<file path="src/rtl/bff_regs.vh">
`ifndef BFF_REGS_VH
`define BFF_REGS_VH
`define BFF_ADDR_W        12
`define BFF_OFF_CTRL      12'h000
`define BFF_OFF_POS       12'h004
`define BFF_OFF_SIZE      12'h008
`define BFF_OFF_BASE_LO   12'h00c
`define BFF_OFF_BASE_HI   12'h010
`define BFF_OFF_RESULT    12'h014
`define BFF_OFF_STATUS    12'h018
`define BFF_OP_FFZ        8'heb
`define BFF_OP_FFO        8'hea
`define BFF_MAX_SIZE      8'h20
`define BFF_MAX_REG_POS   32'h0000001f
`define BFF_CTRL_OP_LSB   0
`define BFF_CTRL_OP_MSB   7
`define BFF_CTRL_REG_BIT  8
`define BFF_CTRL_GO_BIT   31
`define BFF_ST_N          0
`define BFF_ST_Z          1
`define BFF_ST_V          2
`define BFF_ST_C          3
`define BFF_ST_FAULT      4
`define BFF_ST_BADOP      5
`define BFF_ST_DONE       6
`define BFF_ST_BUSY       7
`endif

</file>
<file path="src/rtl/bff_find_first.v">
`timescale 1ns/1ps
`default_nettype none
`include "bff_regs.vh"
// Functional notes
// - fields 0..32 bits, any alignment
// - start position is signed 32-bit offset
// - register field: position outside 0..31 faults
// - size above 32 faults; zero special
// - register base: Rn or Rn+1:Rn
// - position, size, base locate; fourth destination
// - opcode EB finds zero, EA finds one
// - scan from field bit 0 upward
// - hit: position of bit, Z cleared
// - miss: position past field, Z set
// - size zero: start position, Z set
// - N, V, C always forced zero
module bff_find_first (
  input  wire        pclk,
  input  wire        presetn,
  input  wire        clk_en,
  input  wire        psel,
  input  wire        penable,
  input  wire        pwrite,
  input  wire [11:0] paddr,
  input  wire [31:0] pwdata,
  output reg  [31:0] prdata,
  output reg         pready,
  output reg         pslverr
);
  localparam [2:0] ST_IDLE = 3'b001;
  localparam [2:0] ST_EXEC = 3'b010;
  localparam [2:0] ST_DONE = 3'b100;

  reg [2:0]  state_ff;
  reg [7:0]  opcode_ff;
  reg        reg_mode_ff;
  reg [31:0] pos_ff;
  reg [7:0]  size_ff;
  reg [31:0] base_lo_ff;
  reg [31:0] base_hi_ff;
  reg [31:0] result_ff;
  reg [7:0]  status_ff;
  reg [31:0] nxt_result;
  reg [7:0]  nxt_status;

  wire setup    = psel & ~penable;
  wire wr_setup = setup & pwrite;
  wire rd_setup = setup & ~pwrite;
  wire addr_ok  = (paddr == `BFF_OFF_CTRL) || (paddr == `BFF_OFF_POS) ||
                  (paddr == `BFF_OFF_SIZE) || (paddr == `BFF_OFF_BASE_LO) ||
                  (paddr == `BFF_OFF_BASE_HI) || (paddr == `BFF_OFF_RESULT) ||
                  (paddr == `BFF_OFF_STATUS);
  wire start    = wr_setup & (paddr == `BFF_OFF_CTRL) & pwdata[`BFF_CTRL_GO_BIT] & (state_ff != ST_EXEC);

  // field extraction: 64-bit source covers up to 5 bytes at any alignment
  wire [63:0] src64    = {base_hi_ff, base_lo_ff};
  wire [4:0]  bit_off  = pos_ff[4:0];
  wire [63:0] shifted  = src64 >> bit_off;
  wire [31:0] field    = shifted[31:0];
  wire [32:0] ones33   = (33'h1_0000_0000 >> (6'h20 - size_ff[5:0]));
  wire [31:0] valid    = (size_ff[5:0] == 6'h20) ? 32'hffffffff : ((32'h1 << size_ff[4:0]) - 32'h1);
  wire        is_zero_op = (opcode_ff == `BFF_OP_FFZ);
  wire        is_one_op  = (opcode_ff == `BFF_OP_FFO);
  wire        hit;
  wire [5:0]  hit_idx;

  bff_scan #(
    .W (32)
  ) u_scan (
    .field_bits (field),
    .valid_bits (valid),
    .want_one   (is_one_op),
    .hit        (hit),
    .hit_idx    (hit_idx)
  );

  wire pos_neg    = pos_ff[31];
  wire pos_bad    = reg_mode_ff & (pos_ff > `BFF_MAX_REG_POS);
  wire size_bad   = size_ff > `BFF_MAX_SIZE;

  // execute: the three locating operands produce the destination value
  always @* begin
    nxt_result = result_ff;
    nxt_status = 8'h00;
    nxt_status[`BFF_ST_DONE] = 1'b1;
    if (!(is_zero_op || is_one_op)) begin
      nxt_status[`BFF_ST_BADOP] = 1'b1;
    end else if (pos_bad || size_bad) begin
      nxt_status[`BFF_ST_FAULT] = 1'b1;
    end else if (size_ff == 8'h00) begin
      nxt_result           = pos_ff;
      nxt_status[`BFF_ST_Z] = 1'b1;
    end else if (hit) begin
      nxt_result           = pos_ff + {26'h0, hit_idx};
      nxt_status[`BFF_ST_Z] = 1'b0;
    end else begin
      nxt_result           = pos_ff + {24'h0, size_ff};
      nxt_status[`BFF_ST_Z] = 1'b1;
    end
    nxt_status[`BFF_ST_N] = 1'b0;
    nxt_status[`BFF_ST_V] = 1'b0;
    nxt_status[`BFF_ST_C] = 1'b0;
  end

  // memory fields with negative position still locate via low five bits
  wire unused_ok = pos_neg & ones33[0];

  always @(posedge pclk or negedge presetn) begin
    if (!presetn) begin
      state_ff    <= ST_IDLE;
      opcode_ff   <= 8'h00;
      reg_mode_ff <= 1'b0;
      pos_ff      <= 32'h0;
      size_ff     <= 8'h00;
      base_lo_ff  <= 32'h0;
      base_hi_ff  <= 32'h0;
      result_ff   <= 32'h0;
      status_ff   <= 8'h00;
      prdata      <= 32'h0;
      pready      <= 1'b0;
      pslverr     <= 1'b0;
    end else if (clk_en) begin
      pready  <= setup;
      pslverr <= setup & ~addr_ok;
      if (rd_setup) begin
        case (paddr)
          `BFF_OFF_CTRL:    prdata <= {23'h0, reg_mode_ff, opcode_ff};
          `BFF_OFF_POS:     prdata <= pos_ff;
          `BFF_OFF_SIZE:    prdata <= {24'h0, size_ff};
          `BFF_OFF_BASE_LO: prdata <= base_lo_ff;
          `BFF_OFF_BASE_HI: prdata <= base_hi_ff;
          `BFF_OFF_RESULT:  prdata <= result_ff;
          `BFF_OFF_STATUS:  prdata <= {24'h0, status_ff};
          default:          prdata <= 32'h0;
        endcase
      end else begin
        prdata <= 32'h0;
      end
      if (wr_setup && state_ff != ST_EXEC) begin
        case (paddr)
          `BFF_OFF_CTRL: begin
            opcode_ff   <= pwdata[`BFF_CTRL_OP_MSB:`BFF_CTRL_OP_LSB];
            reg_mode_ff <= pwdata[`BFF_CTRL_REG_BIT];
          end
          `BFF_OFF_POS:     pos_ff     <= pwdata;
          `BFF_OFF_SIZE:    size_ff    <= pwdata[7:0];
          `BFF_OFF_BASE_LO: base_lo_ff <= pwdata;
          `BFF_OFF_BASE_HI: base_hi_ff <= pwdata;
          default: ;
        endcase
      end
      case (state_ff)
        ST_IDLE, ST_DONE: begin
          if (start) begin
            state_ff  <= ST_EXEC;
            status_ff <= 8'h80;
          end
        end
        ST_EXEC: begin
          if (!nxt_status[`BFF_ST_FAULT] && !nxt_status[`BFF_ST_BADOP]) begin
            result_ff <= nxt_result;
          end
          status_ff <= nxt_status;
          state_ff  <= ST_DONE;
        end
        default: state_ff <= ST_IDLE;
      endcase
    end
  end
endmodule // bff_find_first
`default_nettype wire

</file>
<file path="src/rtl/bff_scan.v">
`timescale 1ns/1ps
`default_nettype none
module bff_scan #(
  parameter W = 32
) (
  input  wire [W-1:0]  field_bits,
  input  wire [W-1:0]  valid_bits,
  input  wire          want_one,
  output reg           hit,
  output reg  [5:0]    hit_idx
);
  wire [W-1:0] match;
  integer      i;
  genvar       g;
  generate
    for (g = 0; g < W; g = g + 1) begin : g_match
      assign match[g] = valid_bits[g] & (field_bits[g] == want_one);
    end
  endgenerate
  // lowest matching bit wins, scanning downward from bit W-1 and keeping the last match
  always @* begin
    hit     = 1'b0;
    hit_idx = 6'h00;
    for (i = W - 1; i >= 0; i = i - 1) begin
      if (match[i]) begin
        hit     = 1'b1;
        hit_idx = i[5:0];
      end
    end
  end
endmodule // bff_scan
`default_nettype wire

</file>
<file path="config.mk">
export PLATFORM = sky130hd
export DESIGN_NAME = bff_find_first
export DESIGN_NICKNAME = d
export VERILOG_FILES = /design/src/rtl/bff_find_first.v /design/src/rtl/bff_scan.v
export VERILOG_INCLUDE_DIRS = /design/src /design/src/rtl
export SDC_FILE = /design/constraint.sdc
export NUM_CORES = 1
export LEC_CHECK = 0
export ABC_AREA = 1
export BUFFER_PORTS_ARGS = -buffer_cell sky130_fd_sc_hd__buf_2
export CAP_MARGIN = 20
export CELL_PAD_IN_SITES_DETAIL_PLACEMENT = 0
export CELL_PAD_IN_SITES_GLOBAL_PLACEMENT = 2
export CORE_MARGIN = 3
export CORE_UTILIZATION = 25
export CTS_CLUSTER_SIZE = 12
export DETAILED_ROUTE_END_ITERATION = 12
export PLACE_DENSITY_LB_ADDON = 0.1
export SYNTH_ARGS = -nofsm -noshare
export SYNTH_HDL_FRONTEND = slang
export SYNTH_SLANG_ARGS = --single-unit
</file>
<file path="constraint.sdc">
create_clock -name pclk -period 7 [get_ports pclk]
set_input_delay 0.35 -clock pclk [delete_from_list [all_inputs] [get_ports pclk]]
set_output_delay 0.35 -clock pclk [all_outputs]
set_load 0.05 [all_outputs]
</file>
# [After elaboration in Yosys (flattened, before gate mapping)]
# Index checks and enable logic that the tools add are counted.
[word_totals] output_inout_bits=34 elab_cells=212 ff_bits=190
[op_classes] muxes=80 n_addsub=3 eq_ne=46 bitwise_logic=44 n_shift=2 reduce_logical=23 n_lt_le_gt_ge=2
[ops] op="$pmux 32 s7" n=1
[ops] op="$mux 5" n=32
[ops] op="$mux 32" n=4
[ops] op="$shr 64x5->32" n=1
[ops] op="$and 1x1->1" n=40
[ops] op="$mux 1" n=39
[ops] op="$eq 12x5->1 const B" n=3
[ops] op="$add 32x6->32" n=1
[ops] op="$add 32x8->32" n=1
[ops] op="$eq 1x1->1" n=32
[ops] op="$gt 32x5->1 const B" n=1
[ops] op="$shl 1x5->32 const A" n=1
[ops] op="$sub 32x1->32 const B" n=1
[ops] op="$eq 12x4->1 const B" n=2
[ops] op="$reduce_and 3->1" n=6
[ops] op="$eq 8x8->1 const B" n=2
[ops] op="$pmux 8 s2" n=1
[ops] op="$eq 12x3->1 const B" n=1
[ops] op="$logic_not 12->1" n=1
[ops] op="$gt 8x6->1 const B" n=1
[ops] op="$logic_not 8->1" n=1
[ops] op="$logic_or 1x1->1" n=8
[ops] op="$mux 8" n=1
[ops] op="$eq 6x6->1 const B" n=1
[ops] op="other kinds (14)" n=18

# [Depth between registers and ports, before layout]
[depth] word_depth=41 ltp_mapped=67

# [Cells and area by module]
# A second synthesis with hierarchy kept.
[hier_totals] hier_cells=2300 hier_area_um2=14447.6
[modules_own_cells] mod="bff_find_first" area_per_inst_um2=13668.1 instances=1 cells_each=2146
[modules_own_cells] mod="bff_scan" area_per_inst_um2=779.5 instances=1 cells_each=154

# [Worst setup path before layout]
# No wires, ideal clock.
[synth_timing] path_type="register to register" startpoint="register size_ff[4]" endpoint="register result_ff[28]" setup_ns=0.129 setup_slack_ns=0.692 required_time_ns=6.871 stages_incl_launch_ff=66 period_less_slack_ns=6.308 arrival_ns=6.179 path_cell_list="dfrtp_1 -> inv_1 -> buf_2 -> buf_1 -> clkbuf_1 -> nand4_1 -> ha_1 -> nand2_1 -> inv_2 -> nand3_1 -> nor2_2 -> nand4_1 -> nand3_1 -> nand3_2 -> nand2_1 -> nand2_1 -> nand2_1 -> nand2_1 -> (+30 left out) -> nand2_1 -> nand2_1 -> a21oi_1 -> nor2_1 -> nor2_1 -> nor2_1 -> o21ai_1 -> nor2_1 -> nand3_1 -> nor2_1 -> nand3_1 -> nor3_2 -> nand2_1 -> or4_4 -> nor3_1 -> nand2_1 -> xor2_1 -> o21ai_1"
[synth_between] elab_chain_cells=39 elab_cells_between_ends=113 cone_classes="add/sub (3); order compare (1); eq/ne (1); shift (1); mux (69); bitwise (33); reduce/logical (5)"
[synth_lines] element="start: declaration" line_no="bff_find_first.v:38" rtl="reg [7:0] size_ff;"
[synth_lines] element="start signal: assignment" line_no="bff_find_first.v:146" rtl="`BFF_OFF_SIZE: size_ff <= pwdata[7:0];"
[synth_lines] element="$shl 1x5->32" line_no="bff_find_first.v:61" rtl="wire [31:0] valid = (size_ff[5:0] == 6'h20) ? 32'hffffffff : ((32'h1 << size_ff[4:0]) - 32'h1);"
[synth_lines] element="$sub 32x1->32" line_no="bff_find_first.v:61"
[synth_lines] element="$mux 32" line_no="bff_find_first.v:61"
[synth_lines] element="$and 1x1->1" line_no="bff_scan.v:17" rtl="assign match[g] = valid_bits[g] & (field_bits[g] == want_one);"
[synth_lines] element="$mux 5 (32 in series)" line_no="bff_scan.v:25" rtl="if (match[i]) begin"
[synth_lines] element="$add 32x6->32" line_no="bff_find_first.v:94" rtl="nxt_result = pos_ff + {26'h0, hit_idx};"
[synth_lines] element="$mux 32" line_no="bff_find_first.v:93" rtl="end else if (hit) begin"
[synth_lines] element="$mux 32" line_no="bff_find_first.v:90" rtl="end else if (size_ff == 8'h00) begin"
[synth_lines] element="end signal: assignment" line_no="bff_find_first.v:161" rtl="result_ff <= nxt_result;"
[synth_lines] element="end: declaration" line_no="bff_find_first.v:41" rtl="reg [31:0] result_ff;"
# Several ways; a longest one is shown, not always the timed one.
# A chain may end at the register's enable or synchronous reset.

# [Worst setup path in the final report]
[layout_timing] startpoint="register pos_ff[0]" endpoint="register result_ff[28]"
[layout_between] elab_chain_cells=38 elab_cells_between_ends=142 cone_classes="add/sub (2); order compare (1); eq/ne (32); shift (1); mux (68); bitwise (34); reduce/logical (4)"
[layout_lines] element="start: declaration" line_no="bff_find_first.v:37" rtl="reg [31:0] pos_ff;"
[layout_lines] element="start signal: assignment" line_no="bff_find_first.v:145" rtl="`BFF_OFF_POS: pos_ff <= pwdata;"
[layout_lines] element="$shr 64x5->32" line_no="bff_find_first.v:58" rtl="wire [63:0] shifted = src64 >> bit_off;"
[layout_lines] element="$eq 1x1->1" line_no="bff_scan.v:17"
[layout_lines] element="$and 1x1->1" line_no="bff_scan.v:17"
[layout_lines] element="$mux 5 (32 in series)" line_no="bff_scan.v:25"
[layout_lines] element="$add 32x6->32" line_no="bff_find_first.v:94"
[layout_lines] element="$mux 32" line_no="bff_find_first.v:93"
[layout_lines] element="$mux 32" line_no="bff_find_first.v:90"
# Several ways; a longest one is shown, not always the timed one.

==> impl_metrics.json <==
{
  "clock_sinks": 187,
  "fin_nets": 2105,
  "synth.cell_area_um2": 13700,
  "ys_types": 61,
  "detail-route-antenna-nets": 0,
  "grt_pass1_wl_um": 88900,
  "place_area_um2": 15200,
  "crit_buf_inv": 3,
  "drtIter0Drc": 1151,
  "io_pins": 84,
  "grt_pass1_vias": 13500,
  "synth-xor-area-share_pct": 1.98,
  "endpoint_kind": "flip-flop",
  "overflow": 0,
  "die_area_um2": 57600,
  "yosysTopAreaCellShare_pct": 34.0,
  "maxCapViolations": 0,
  "port_buffers": 83,
  "syn_nets": 2012,
  "routabilityCongestion": 0.865,
  "yosys-top-cells-area": "dfrtp_1 34%, nand2_1 14%, o21ai_0 7.4%",
  "worstSetupPathType": "reg -> reg",
  "slowest_stage": "dfrtp_4",
  "area_delta_synth_final_pct": 20.5,
  "period_needed_ps": 6600,
  "final-max-slew-violation-count": 0,
  "grt_max_degree": 80,
  "fillers": 5940,
  "arrival_ps": 6990,
  "yosysWarningCount": 0,
  "yosys-mux-area-fraction_pct": 3.44,
  "design_area_um2": 16500,
  "grt_antenna_before_repair": 0,
  "cts_max_level": 4,
  "run_status": "finished, final reports clean",
  "setup_violations": 0,
  "synth_ff_type": "dfrtp_1",
  "final.setup.worst_slack_ps": 399,
  "cpPeakStageDelay_ps": 570,
  "synth_cells": 1952,
  "viasPerCell": 5.08,
  "synth_compound_area_share_pct": 19.8,
  "ir_drop_v": 0.000183,
  "synth-edff-count": 0,
  "layout-drive-gt1-share_pct": 18.8,
  "dp_cells": 2704,
  "clock_path_buffers": 2,
  "hold_violations": 0,
  "clkTransAtPathRegs_ps": 70,
  "synth_seq_cells": 187,
  "min_period_over_period_pct": 94.3,
  "worst_slew_pin_slew_ps": 931,
  "start_kind": "flip-flop",
  "cts_tree": "done",
  "synth_area_per_cell_um2": 7.02,
  "fp-row-count": 85,
  "hp-class": "in -> reg",
  "seq_area_frac_synth_pct": 34.2,
  "routed_wl_um": 60900,
  "hpwl_um": 45900,
  "dp_slack_ps": 276,
  "die_y_um": 240,
  "synth_top_area_cell": "dfrtp_1",
  "cp_max_fo": 26,
  "synth_simple_gate_area_share_pct": 29.1,
  "fmaxAchievable_ghz": 0.151,
  "dr.pass1.iters": 5,
  "async_reset_ff_share_pct": 100,
  "power.total_uw": 2270,
  "clock_skew_ps": 14.6,
  "insertion_delay_ps": 470,
  "drc": 0,
  "p_per_area_nw_per_um2": 137,
  "yosysMostFrequentCell": "nand2_1",
  "synth_top_family_by_area": "simple AND/OR/NAND/NOR gates",
  "finalNonFillerCells": 2752,
  "crit_required_ps": 7390,
  "synthAdderAreaFrac_pct": 0.968,
  "start_util_pct": 25.3,
  "die_x_um": 240,
  "vias": 14000,
  "relSlewSlack_pct": 37.7,
  "antennaDiodeCount": 0,
  "grt_use_total_pct": 20.7,
  "post_drt_wl_per_cell_um": 22.1,
  "critPathTopFamily": "simple AND/OR/NAND/NOR gates",
  "p_leak_uw": 0.00771,
  "core_um2": 54000,
  "cts_buffers": 17,
  "crit_path_frequent_cell": "nand2_1",
  "rsz0062_at_grt": "yes",
  "synth_common_cells": "496 x nand2_1, 203 x o21ai_0, 196 x inv_1",
  "root_buffer": "clkbuf_16"
}
## metrics by stage
step | setup TNS (ps) | utilization [%] | hold slack [ps]
2_1_floorplan | 0 | - | 54.4
3_3_place_gp | 0 | 28.1 | 457
3_5_place_dp | 0 | 28.1 | 456
4_1_cts | 0 | 29.2 | 66.6
5_1_grt | -328 | 30.5 | 102
6_report | 0 | 30.5 | 107
## flip-flops by register name (all words and copies together) (netlist names), 3 cells and up
| register | count |
|---|---|
| base_hi_ff | 32 |
| base_lo_ff | 32 |
| opcode_ff | 8 |
| pos_ff | 32 |
| prdata | 32 |
| result_ff | 32 |
| status_ff | 5 |
| size_ff | 8 |
| state_ff | 3 |
## logic make-up (layout without fill, tap and decap cells)
group | Yosys count | after routing
flops | 187 | 187
mux | 47 | 47
buf+inv | 328 | 432
fa+ha+maj | 10 | 10
xor+xnor | 31 | 31
simple gates | 905 | 905
compound gates | 444 | 444
## per-layer routing
layer	share of wire [%]	wire length [um]	track usage (%)
met2	44	27100	32.1
met4	1.5	928	4.01
met5	0	0	0
met1	50	30300	30.5
met3	4.2	2590	3.37
## timing repair
action                                  4_1_cts  5_1_grt
buffers inserted                              0       10
endpoints found under the hold margin        77        0
hold buffers                                  1        0
endpoints found under the setup margin        0       14
gates resized for setup                       0      147
## report_power, final
part           internal (uW)  switching [uW]
clock network            598             473
registers               1090            3.66
logic                   30.3            75.3
total                   1720             552
## tightest hold or removal path, cell delays in order
cell and delay, ps:
buf_2 90, mux2i_1 60, inv_1 50
## layout by cell type (no fill, tap or decap), drive strengths merged, types with 27 or more instances in the layout
master / count
a21oi: 55
a221o: 27
a22o: 31
buf: 188
dfrtp: 186
inv: 207
mux2i: 47
nand2: 504
nand3: 201
nand4: 33
nor2: 104
o21ai: 225
o22ai: 28
xor2: 29
## path summary, 6_finish.rpt
path	startpoint	end	slack, ps	cells after the start
setup reg to reg	pos_ff[0]$_DFFE_PN0P_	result_ff[28]$_DFFE_PN0P_	400	39
max in group asynchronous	presetn	pos_ff[25]$_DFFE_PN0P_	5150	3
min in group asynchronous	presetn	base_hi_ff[17]$_DFFE_PN0P_	480	2
hold reg to reg	state_ff[1]$_DFFE_PN0P_	state_ff[1]$_DFFE_PN0P_	470	2
hold / removal	pwdata[14]	base_hi_ff[14]$_DFFE_PN0P_	110	3
setup / recovery	pos_ff[0]$_DFFE_PN0P_	result_ff[28]$_DFFE_PN0P_	400	39
## final cells by class
cell class / instances / area, um^2 / share of cell area, %
Tap cell: 696 / 871 / 5.28
Timing Repair Buffer: 194 / 1480 / 8.96
Multi-Input combinational cell: 1437 / 8020 / 48.6
Clock buffer: 17 / 425 / 2.58
Clock inverter: 13 / 193 / 1.17
Timing Repair inverter: 2 / 20.0 / 0.121
Inverter: 206 / 802 / 4.86
Sequential cell: 187 / 4690 / 28.4
Power figures use the tool's default switching activity.
